===== config.mk =====
export PLATFORM = sky130hd
export DESIGN_NAME = adc_host_ctrl
export DESIGN_NICKNAME = d
export VERILOG_FILES = /design/src/hw/adc_host_pkg.sv /design/src/hw/adc_host_ctrl.sv /design/src/hw/adc_sclk_gen.sv
export SDC_FILE = /design/constraint.sdc
export NUM_CORES = 1
export LEC_CHECK = 0
export ABC_AREA = 1
export ABC_CLOCK_PERIOD_IN_PS = 2130
export BUFFER_PORTS_ARGS = -buffer_cell sky130_fd_sc_hd__clkbuf_2
export CAP_MARGIN = 20
export CORE_MARGIN = 3
export CORE_UTILIZATION = 60
export DETAILED_ROUTE_END_ITERATION = 8
export GPL_TIMING_DRIVEN = 0
export PLACE_DENSITY = 0.85
export SYNTH_ARGS = -nofsm -noshare
export SYNTH_HDL_FRONTEND = slang
export SYNTH_SLANG_ARGS = --single-unit

===== constraint.sdc =====
create_clock -name i_sys_clk -period 2.13 [get_ports i_sys_clk]
set_input_delay 0.426 -clock i_sys_clk [delete_from_list [all_inputs] [get_ports i_sys_clk]]
set_output_delay 0.426 -clock i_sys_clk [all_outputs]
set_load 0.01 [all_outputs]

===== src/hw/adc_host_pkg.sv =====
// Behaviour
// - read is exactly 16 serial clocks
// - read ends 400 ns before next start
// - start high at end selects high-rate
// - start low at end selects auto-sleep
// - serial clock low after sixteenth bit
// - no start fall during read, clock low
// - bytes allowed with clock low between them
// - serial clock at most 10 MHz
// - host sources the serial clock
// - host detects end of conversion from busy
// - serial clock gated by active-high select
package adc_host_pkg;
  localparam int unsigned SYS_CLK_PERIOD_PS = 4000;
  localparam int unsigned READ_GAP_NS = 400;
  localparam int unsigned WAKE_US = 6;
  localparam int unsigned CONV_US = 8;
  localparam int unsigned SCLK_MAX_KHZ = 10000;
  // serial clock half period, rounded up so the rate never exceeds the limit
  localparam int unsigned SCLK_HALF_CYC =
    (1000000000 / SCLK_MAX_KHZ / 2 + SYS_CLK_PERIOD_PS - 1) / SYS_CLK_PERIOD_PS;
  localparam int unsigned READ_GAP_CYC =
    (READ_GAP_NS * 1000 + SYS_CLK_PERIOD_PS - 1) / SYS_CLK_PERIOD_PS;
  localparam int unsigned WAKE_CYC =
    (WAKE_US * 1000000 + SYS_CLK_PERIOD_PS - 1) / SYS_CLK_PERIOD_PS;
  localparam int unsigned CONV_CYC =
    (CONV_US * 1000000 + SYS_CLK_PERIOD_PS - 1) / SYS_CLK_PERIOD_PS;
  localparam int unsigned START_LOW_CYC = 8;
  localparam int unsigned WORD_BITS = 16;
  localparam int unsigned RESULT_BITS = 12;
  localparam int unsigned BIT_CNT_W = 5;
  localparam int unsigned TMR_W = 14;
  typedef enum logic [2:0] {
    ST_IDLE = 3'b000,
    ST_WAKE = 3'b001,
    ST_START = 3'b010,
    ST_BUSY = 3'b011,
    ST_READ = 3'b100,
    ST_GAP = 3'b101
  } host_state_type;
endpackage


===== src/hw/adc_host_ctrl.sv =====
`timescale 1ns/1ps
`default_nettype none
// host for the serial converter: starts conversions, waits busy, reads 16 bits
module adc_host_ctrl
  import adc_host_pkg::*;
(
  // clock and reset
  input wire logic i_sys_clk,
  input wire logic i_rst,
  // user request
  input wire logic i_start,
  input wire logic i_sleep_mode,
  input wire logic i_select,
  output logic o_ready,
  output logic [RESULT_BITS-1:0] o_result,
  output logic o_result_valid,
  // converter pins
  output logic o_conversion_start_n,
  output logic o_serial_clock,
  input wire logic i_serial_data_out,
  input wire logic i_busy
);
  // the shared timer must hold the longest wait, the bit counter a whole word
  if (WAKE_CYC >= (1 << TMR_W) || WORD_BITS >= (1 << BIT_CNT_W))
  begin
    $error("counter too narrow");
  end
  logic busy_m_q;
  logic busy_s_q;
  logic sdo_m_q;
  logic sdo_s_q;
  logic busy_old_q;
  // two-flop synchronisers on the pins from the converter
  always_ff @(posedge i_sys_clk or posedge i_rst)
  begin
    if (i_rst)
    begin
      busy_m_q <= 1'b0;
      busy_s_q <= 1'b0;
      sdo_m_q <= 1'b0;
      sdo_s_q <= 1'b0;
      busy_old_q <= 1'b0;
    end
    else
    begin
      busy_m_q <= i_busy;
      busy_s_q <= busy_m_q;
      sdo_m_q <= i_serial_data_out;
      sdo_s_q <= sdo_m_q;
      busy_old_q <= busy_s_q;
    end
  end
  logic busy_fall;
  assign busy_fall = busy_old_q & ~busy_s_q;
  host_state_type state_q;
  host_state_type state_d;
  logic [TMR_W-1:0] tmr_q;
  logic [TMR_W-1:0] tmr_d;
  logic [BIT_CNT_W-1:0] bits_q;
  logic [BIT_CNT_W-1:0] bits_d;
  logic [WORD_BITS-1:0] shift_q;
  logic [WORD_BITS-1:0] shift_d;
  logic cs_n_q;
  logic cs_n_d;
  logic sleep_q;
  logic sleep_d;
  logic [RESULT_BITS-1:0] res_q;
  logic [RESULT_BITS-1:0] res_d;
  logic valid_q;
  logic valid_d;
  logic run;
  logic sclk;
  logic sclk_rise;
  logic sclk_fall;
  adc_sclk_gen #(
    .HALF_CYC(SCLK_HALF_CYC)
  ) u_sclk (
    .i_sys_clk(i_sys_clk),
    .i_rst(i_rst),
    .i_run(run),
    .o_sclk(sclk),
    .o_rise(sclk_rise),
    .o_fall(sclk_fall)
  );
  // serial clock runs only while reading, at most 16 periods
  assign run = (state_q == ST_READ) && (bits_q < BIT_CNT_W'(WORD_BITS));
  // select gates the clock; the gate stays low when the part is not chosen
  assign o_serial_clock = sclk & i_select;
  // sequence control
  always_comb
  begin
    state_d = state_q;
    tmr_d = tmr_q;
    bits_d = bits_q;
    shift_d = shift_q;
    cs_n_d = cs_n_q;
    sleep_d = sleep_q;
    res_d = res_q;
    valid_d = 1'b0;
    case (state_q)
      ST_IDLE:
      begin
        if (i_start)
        begin
          sleep_d = i_sleep_mode;
          tmr_d = '0;
          cs_n_d = 1'b1;
          // auto-sleep: raise start to wake, wait before the hold edge
          state_d = i_sleep_mode ? ST_WAKE : ST_START;
        end
      end
      ST_WAKE:
      begin
        // high for the full wake time (WAKE_CYC cycles) so hold follows our falling edge, not the wake timer
        if (tmr_q == TMR_W'(WAKE_CYC - 1))
        begin
          tmr_d = '0;
          cs_n_d = 1'b0;
          state_d = ST_BUSY;
        end
        else
          tmr_d = tmr_q + 1'b1;
      end
      ST_START:
      begin
        // falling edge with serial clock low starts conversion and resets counter
        cs_n_d = 1'b0;
        if (tmr_q == TMR_W'(START_LOW_CYC - 1))
        begin
          tmr_d = '0;
          cs_n_d = 1'b1;
          state_d = ST_BUSY;
        end
        else
          tmr_d = tmr_q + 1'b1;
      end
      ST_BUSY:
      begin
        // in sleep mode start stays low across end of conversion
        if (busy_fall)
        begin
          bits_d = '0;
          shift_d = '0;
          state_d = ST_READ;
        end
      end
      ST_READ:
      begin
        // sample on the rising edge: bit is stable there (changes on fall)
        if (sclk_rise)
        begin
          shift_d = {shift_q[WORD_BITS-2:0], sdo_s_q};
          bits_d = bits_q + 1'b1;
        end
        // close on the sixteenth falling edge so the line is low as we leave
        if (bits_q == BIT_CNT_W'(WORD_BITS) && sclk_fall)
        begin
          res_d = shift_q[RESULT_BITS-1:0];
          valid_d = 1'b1;
          tmr_d = '0;
          state_d = ST_GAP;
        end
      end
      ST_GAP:
      begin
        // settle time before any further start edge
        if (tmr_q == TMR_W'(READ_GAP_CYC - 1))
        begin
          tmr_d = '0;
          state_d = ST_IDLE;
        end
        else
          tmr_d = tmr_q + 1'b1;
      end
      default:
        state_d = ST_IDLE;
    endcase
  end
  always_ff @(posedge i_sys_clk or posedge i_rst)
  begin
    if (i_rst)
    begin
      state_q <= ST_IDLE;
      tmr_q <= '0;
      bits_q <= '0;
      shift_q <= '0;
      cs_n_q <= 1'b1;
      sleep_q <= 1'b0;
      res_q <= '0;
      valid_q <= 1'b0;
    end
    else
    begin
      state_q <= state_d;
      tmr_q <= tmr_d;
      bits_q <= bits_d;
      shift_q <= shift_d;
      cs_n_q <= cs_n_d;
      sleep_q <= sleep_d;
      res_q <= res_d;
      valid_q <= valid_d;
    end
  end
  assign o_conversion_start_n = cs_n_q;
  assign o_result = res_q;
  assign o_result_valid = valid_q;
  assign o_ready = (state_q == ST_IDLE);
  // checks
  property p_clk_low_at_start;
    @(posedge i_sys_clk) disable iff (i_rst)
      $fell(cs_n_q) |-> !sclk;
  endproperty
  a_clk_low_at_start: assert property (p_clk_low_at_start)
    else $error("serial clock high at start fall");
  property p_no_clk_outside_read;
    @(posedge i_sys_clk) disable iff (i_rst)
      (state_q != ST_READ) |-> !sclk;
  endproperty
  a_no_clk_outside_read: assert property (p_no_clk_outside_read)
    else $error("serial clock outside read");
  property p_sixteen;
    @(posedge i_sys_clk) disable iff (i_rst)
      sclk_rise |-> bits_q < BIT_CNT_W'(WORD_BITS);
  endproperty
  a_sixteen: assert property (p_sixteen)
    else $error("more than 16 clocks");
  localparam int GAP_LAST = int'(READ_GAP_CYC) - 1;
  property p_gap;
    @(posedge i_sys_clk) disable iff (i_rst)
      $rose(state_q == ST_GAP) |-> ##GAP_LAST (state_q == ST_GAP);
  endproperty
  a_gap: assert property (p_gap)
    else $error("start too soon after read");
  property p_start_pulse;
    @(posedge i_sys_clk) disable iff (i_rst)
      (state_q == ST_IDLE && i_start && !i_sleep_mode) |-> ##2 !cs_n_q;
  endproperty
  a_start_pulse: assert property (p_start_pulse)
    else $error("start did not fall");
  property p_sleep_low;
    @(posedge i_sys_clk) disable iff (i_rst)
      (state_q == ST_BUSY && sleep_q) |-> !cs_n_q;
  endproperty
  a_sleep_low: assert property (p_sleep_low)
    else $error("start not low in sleep conversion");
  property p_fast_high;
    @(posedge i_sys_clk) disable iff (i_rst)
      (state_q == ST_BUSY && !sleep_q) |-> cs_n_q;
  endproperty
  a_fast_high: assert property (p_fast_high)
    else $error("start not high in fast conversion");
  property p_valid;
    @(posedge i_sys_clk) disable iff (i_rst)
      valid_q |-> state_q == ST_GAP;
  endproperty
  a_valid: assert property (p_valid)
    else $error("result strobe out of place");
  property p_result_hold;
    @(posedge i_sys_clk) disable iff (i_rst)
      !valid_q |-> $stable(res_q);
  endproperty
  a_result_hold: assert property (p_result_hold)
    else $error("result changed without strobe");
  c_fast: cover property (@(posedge i_sys_clk) disable iff (i_rst)
    valid_q && !sleep_q);
  c_sleep: cover property (@(posedge i_sys_clk) disable iff (i_rst)
    valid_q && sleep_q);
  c_read: cover property (@(posedge i_sys_clk) disable iff (i_rst)
    $rose(state_q == ST_READ));
endmodule
`default_nettype wire


===== src/hw/adc_sclk_gen.sv =====
`timescale 1ns/1ps
`default_nettype none
// serial clock divider; emits low-high-low periods while run is high, finishing any started period
module adc_sclk_gen
  import adc_host_pkg::*;
#(
  parameter int unsigned HALF_CYC = SCLK_HALF_CYC
)
(
  // clock and reset
  input wire logic i_sys_clk,
  input wire logic i_rst,
  // control
  input wire logic i_run,
  // outputs
  output logic o_sclk,
  output logic o_rise,
  output logic o_fall
);
  // the 8-bit counter cannot serve a longer half period
  if (HALF_CYC < 1 || HALF_CYC > 255)
  begin
    $error("half period out of range");
  end
  logic [7:0] cnt_q;
  logic [7:0] cnt_d;
  logic sclk_q;
  logic sclk_d;
  // toggle at each half period; idle stays low between words
  always_comb
  begin
    cnt_d = cnt_q;
    sclk_d = sclk_q;
    o_rise = 1'b0;
    o_fall = 1'b0;
    if (i_run || sclk_q)
    begin
      if (cnt_q == 8'(HALF_CYC - 1))
      begin
        cnt_d = 8'h00;
        sclk_d = ~sclk_q;
        o_rise = ~sclk_q;
        o_fall = sclk_q;
      end
      else
        cnt_d = cnt_q + 8'h01;
    end
  end
  always_ff @(posedge i_sys_clk or posedge i_rst)
  begin
    if (i_rst)
    begin
      cnt_q <= 8'h00;
      sclk_q <= 1'b0;
    end
    else
    begin
      cnt_q <= cnt_d;
      sclk_q <= sclk_d;
    end
  end
  assign o_sclk = sclk_q;
endmodule
`default_nettype wire


== Yosys cells after proc, flatten, opt, wreduce, memory -nomap -nowiden ==
Index checks and enable logic that the tools add are counted.

* Bits in registers: 62
* Word-level logic and storage cells: 83
* Output and inout port bits: 16
* Input bits: 7

* Add/subtract/negate cells: 3
* Bitwise gates (word level): 4
* Muxes and demuxes: 31
* Eq/ne operators: 17
* Reductions and logical operators: 13
* $lt $le $gt $ge: 1

{| class="wikitable"
|+ Operator list
! operator !! number
|-
| 14-bit 2-to-1 mux || 5
|-
| 14-bit one-hot mux with 5 select lines || 1
|-
| 12-bit 2-to-1 mux || 2
|-
| 12-bit one-hot mux with 2 select lines || 1
|-
| 3-bit 2-to-1 mux || 6
|-
| 3-bit one-hot mux with 6 select lines || 1
|-
| 14-bit by 1-bit adder with 14-bit output (second input constant) || 1
|-
| 14-bit by 11-bit equality test with 1-bit output (second input constant) || 1
|-
| 14-bit by 3-bit equality test with 1-bit output (second input constant) || 1
|-
| 14-bit by 7-bit equality test with 1-bit output (second input constant) || 1
|-
| 2-bit inequality test (second input constant) || 6
|-
| 5-bit 2-to-1 mux || 2
|-
| 5-bit one-hot mux with 2 select lines || 1
|-
| 1-bit 2-to-1 mux || 9
|-
| 3-bit AND reduction || 3
|-
| 8-bit by 1-bit adder with 8-bit output (second input constant) || 1
|-
| 8-bit by 4-bit equality test with 1-bit output (second input constant) || 1
|-
| 8-bit 2-to-1 mux || 1
|-
| 3-bit by 2-bit equality test with 1-bit output (second input constant) || 2
|-
| 3-bit equality test (second input constant) || 2
|-
| 6-bit AND reduction || 1
|-
| 5-bit by 1-bit adder with 5-bit output (second input constant) || 1
|-
| 5-bit equality test (second input constant) || 1
|-
| 5-bit < comparator (second input constant) || 1
|-
| other kinds (13) || 17
|}

== Logic depth before layout (Yosys ltp) ==
* Depth in word-level cells: 7
* Mapped depth: 13
* Mapped depth without buffers: 12

== Modules after synthesis ==
From an unflattened synthesis, not the netlist that was laid out.

* Cell total of the unflattened synthesis: 407
* Area total of the unflattened synthesis: 3244.4 um2

{| class="wikitable"
|+ Modules (own cells, without submodules)
! module !! times used !! area each (um2) !! cells each
|-
| adc_host_ctrl || 1 || 2668.8 || 323
|-
| adc_sclk_gen || 1 || 575.6 || 84
|}

== Worst setup path before layout ==
Ideal clock, no wire load.

* Kind: reg-to-reg
* From: register tmr_q[0]
* To: register state_q[1]
* Arrival: 1429 ps
* Stages on the path, launching flop included: 13
* Buffers on the path: 0
* Path slack: 584 ps
* Cell sequence: dfrtp_1 > ha_1 > inv_1 > nor2_1 > nand2_1 > nor2_1 > nand2_1 > nand2_1 > nand2_1 > nor2_4 > nand2_2 > nand2_1 > nand2_1

* Cells in the longest elaborated chain, start to end: 3

{| class="wikitable"
|+ RTL lines
! item !! line !! RTL
|-
| start: declaration || adc_host_ctrl.sv:57 || <nowiki>logic [TMR_W-1:0] tmr_q;</nowiki>
|-
| start signal: assignment || adc_host_ctrl.sv:195 || <nowiki>tmr_q <= tmr_d;</nowiki>
|-
| 14-bit by 7-bit equality test with 1-bit output (tied with other cells) || adc_host_ctrl.sv:167 || <nowiki>if (tmr_q == TMR_W'(READ_GAP_CYC - 1))</nowiki>
|-
| 2-bit inequality test (no line) || - ||
|-
| 6-bit AND reduction (no line) (*) || - ||
|-
| end signal: assignment || adc_host_ctrl.sv:194 || <nowiki>state_q <= state_d;</nowiki>
|-
| end: declaration || adc_host_ctrl.sv:55 || <nowiki>host_state_type state_q;</nowiki>
|}

Every way passes the cells marked *; elsewhere a longest branch is shown, timed or not.
A chain may end at the register's enable or synchronous reset.

== Final worst setup path ==
* From: register tmr_q[0]
* To: register tmr_q[0]

* Cells in the longest elaborated chain, start to end: 3

{| class="wikitable"
|+ RTL lines
! item !! line !! RTL
|-
| 14-bit by 1-bit adder with 14-bit output (tied with other cells) || adc_host_ctrl.sv:122, adc_host_ctrl.sv:135, adc_host_ctrl.sv:173 ||
|-
| 14-bit 2-to-1 mux (on tied branches) || adc_host_ctrl.sv:167, adc_host_ctrl.sv:115, adc_host_ctrl.sv:128 ||
|-
| 14-bit one-hot mux with 5 select lines (*) || adc_host_ctrl.sv:100 || <nowiki>case (state_q)</nowiki>
|}

Marked as above.

==> qor.json <==
{
  "run_status": "completed",
  "pins_over_their_slew_limit": 0,
  "dr.first_iter.drc_count": 217,
  "root_buffer": "clkbuf_8",
  "final_net_count": 466,
  "grt_remaining_overflow": 0,
  "cp_slowest_cell": "dfrtp_1",
  "combinational_fraction_of_design_power": 0.288,
  "final_min_period_over_clock_period": 0.8822,
  "number_of_global_route_vias_before_repair": 2804,
  "net_count_of_the_mapped_netlist": 432,
  "cellPowerDensity_nw_per_um2": 968.2,
  "critPathMaxStageDelay_ps": 460,
  "ctsLongestPathBuffers": 2,
  "cts.htree.levels": 3,
  "globalplace.congestion": 0.9293,
  "finalHoldViolCount": 0,
  "area_delta_synth_final_pct": 13.56,
  "io_pins": 23,
  "clock-sinks": 62,
  "achievable-frequency_mhz": 532.2,
  "yosys_reg_bits": 62,
  "synth_sequential_area_ratio": 0.4688,
  "clkLatencyLatePin_ps": 360,
  "postCtsSetupBuffers": 0,
  "critPathMaxFanout": 7,
  "place_area_sq_um": 3530,
  "p_int_mw": 2.327,
  "antenna_violations_before_repair": 0,
  "final_layout_size_suffix_gt1_frac": 0.1721,
  "critPathCaptureType": "flop",
  "p_leak_nw": 1.928,
  "setup_violations": 0,
  "max_slew.worst_pin.slew_ps": 508.8,
  "power.share.clock": 0.330,
  "synth-edff-count": 0,
  "dieWidth_microns": 80.30,
  "grt_pass1_wl_microns": 12410,
  "synthArstFlopShare": 1.000,
  "synth_cells": 420,
  "routed_wire_length_per_instance_microns": 13.27,
  "gr-usage-all-layers": 0.2483,
  "number_of_input_and_output_port_buffers_inserted": 22,
  "timing.hold.worst.class": "in -> async",
  "finalWirelength_microns": 7022,
  "grt_start_max_net_pins": 46,
  "switchingPower_mw": 1.314,
  "unrepaired_setup_endpoints_after_global_routing": "no",
  "worst_setup_path_start_kind": "flop",
  "cell_by_cell_trace_of_the_critical_path": "ha_1 -> inv_1 -> nor2_1 -> nand2_1 -> nor2_1 -> nand2_1 -> nand2_1 -> nand3_1 -> nor2_1 -> a21oi_1",
  "core_area_sq_um": 5238,
  "power.sequential.fraction": 0.382,
  "post_cts_resize_count": 0,
  "ctsHoldBuffers": 0,
  "fin_skew_ps": 11.09,
  "fin_area_sq_um": 3761,
  "die_height_microns": 80.30,
  "synth.yosys.warnings": 0,
  "netlist_area_sq_um": 3312,
  "detail_route.drc_violations": 0,
  "dieArea_sq_um": 6447,
  "critPathRequiredTime_ps": 2370,
  "detail_route.first_pass.iterations": 5,
  "mean_area_per_synthesized_cell_sq_um": 7.886,
  "number_of_distinct_library_cells_after_synthesis": 30,
  "num_rows": 26,
  "cap_violations": 0,
  "drt-vias-per-instance": 5.529,
  "sw_frac_of_total": 0.3609,
  "numCtsBuffers": 9,
  "criticalPathCategory": "reg -> reg",
  "fin_util": 0.7181,
  "critPathArrivalTime_ps": 2120,
  "timing.slew.headroom": 0.6608,
  "initial_core_util": 0.6323,
  "final.min_clock_period_ps": 1879,
  "num_vias": 2925,
  "worst_setup_hold_path_clk_slew_ps": 80,
  "synth_ff_type": "dfrtp_1",
  "drtAntennaViolNets": 0,
  "worst_ir_drop_vdd_v": 0.0006959,
  "clock_tree_from_tritoncts": "done",
  "detailedPlacementHpwl_microns": 4781,
  "num_antenna_cells": 0
}
cell families (layout without fill, tap and decap cells):
| group | after synthesis | count (layout) | synth area share |
|---|---|---|---|
| flip-flops | 62 | 62 | 0.4688 |
| AND/OR/NAND/NOR | 220 | 220 | 0.3041 |
| XOR/XNOR | 10 | 10 | 0.02644 |
| buffers and inverters | 72 | 111 | 0.09558 |
| AO/OA/AOI/OAI | 51 | 51 | 0.08614 |
| adder cells (fa/ha/maj) | 5 | 5 | 0.01889 |
synthesized netlist by cell type (2+ instances only):
library cell  number  area, sq um
dfrtp_1           61         1526
or2_2              2        12.51
nand4_1           10        62.56
nor3_1            11        55.05
a21oi_1            5        25.02
o21ai_0           21        105.1
buf_2              2        10.01
clkbuf_1           5        18.77
ha_1               5        62.56
xor2_1            10        87.58
o211ai_1           4        30.03
nor2_1            31        116.4
nand2_1          105        394.1
nor2_4             3        33.78
nand3_1           41        205.2
o21ai_1            8        40.04
o22ai_1           11        68.82
inv_1             52        195.2
buf_6              5        56.30
nor2_2             4        25.02
nand2_4            3        33.78
nand2_2            8        50.05
inv_2              6        22.52
critical path, delay by kind of cell (launching register included):
| kind | cells | cell delay, ps |
|---|---|---|
| AND/OR/NAND/NOR | 7 | 810 |
| flip-flops | 1 | 460 |
| adder cells (fa/ha/maj) | 1 | 340 |
| buffers and inverters | 1 | 90 |
| AO/OA/AOI/OAI | 1 | 60 |
cell usage in the layout, fill, tap and decap left out, types with 2 or more instances in the layout:
| master | count |
|---|---|
| xor2_1 | 10 |
| buf_6 | 5 |
| clkinv_4 | 2 |
| inv_2 | 7 |
| nand2_1 | 105 |
| clkbuf_1 | 5 |
| nor2_4 | 3 |
| nand3_1 | 41 |
| nand4_1 | 10 |
| a21oi_1 | 5 |
| clkbuf_8 | 10 |
| inv_1 | 51 |
| o21ai_0 | 21 |
| o211ai_1 | 4 |
| nor3_1 | 11 |
| o22ai_1 | 11 |
| or2_2 | 2 |
| nand2_2 | 8 |
| nand2_4 | 3 |
| o21ai_1 | 8 |
| bufinv_16 | 2 |
| clkbuf_2 | 22 |
| nor2_1 | 31 |
| ha_1 | 5 |
| dfrtp_1 | 61 |
| nor2_2 | 4 |
| buf_2 | 2 |
routing by layer:
| metal | track usage | part of all wire | up-vias | wire (microns) |
|---|---|---|---|---|
| li1 | - | - | 1424 | - |
| met1 | 0.3224 | 0.43 | 1369 | 3046 |
| met2 | 0.4015 | 0.48 | 108 | 3347 |
| met3 | 0.04260 | 0.062 | 24 | 437 |
| met4 | 0.1199 | 0.027 | 0 | 190 |
| met5 | 0 | 0 | - | 0 |
power groups by stage:
stage | sequential, mW | clock (mW) | combinational [mW]
4_1_cts | 1.39 | 1.22 | 1.05
6_report | 1.39 | 1.20 | 1.05
3_3_place_gp | 1.40 | 0 | 0.989
3_5_place_dp | 1.41 | 0 | 1.02
5_1_grt | 1.41 | 1.26 | 1.19
2_1_floorplan | 1.39 | 0 | 0.796
registers in the layout (all words and copies together), names as in the netlist, 3 cells and up:
register      cells
o_result         12
u_sclk.cnt_q      8
tmr_q            14
state_q           3
shift_q          12
bits_q            5
cell type report:
| class | instances | area [sq um] |
|---|---|---|
| Sequential cell | 62 | 1553 |
| Fill cell | 416 | 1476 |
| Multi-Input combinational cell | 286 | 1443 |
| Inverter | 59 | 224.0 |
| Clock buffer | 10 | 137.6 |
| Timing Repair Buffer | 23 | 130.1 |
| Clock inverter | 6 | 93.84 |
| Buffer | 13 | 92.59 |
| Tap cell | 70 | 87.58 |
through the flow:
step / hold WS (ps) / setup slack, ps / instances / TNS [ps] / power, mW
global placement: 331.3 / -534.6 / 512 / -32480 / 2.390
floorplan: 331.2 / 164.3 / 420 / 0 / 2.187
detailed placement: 336.2 / 357.0 / 513 / 0 / 2.430
global route: 68.26 / 4.995 / 529 / 0 / 3.859
CTS: 42.21 / 292.7 / 529 / 0 / 3.653
finish: 30.49 / 250.8 / 529 / 0 / 3.641
path summary, 6_finish.rpt:
kind	start	slack, ps	endpoint	cells after the start
max	tmr_q[0]	250	tmr_q[0]	10
min	i_rst	30	o_result[6]	2
min reg2reg	sdo_m_q	350	sdo_s_q	0
min in group i_sys_clk	i_busy	180	busy_m_q	1
max in group asynchronous	i_rst	1530	state_q[2]	3
max reg2reg	tmr_q[0]	250	tmr_q[0]	10
Note: power is estimated with default switching activity, not from simulation.
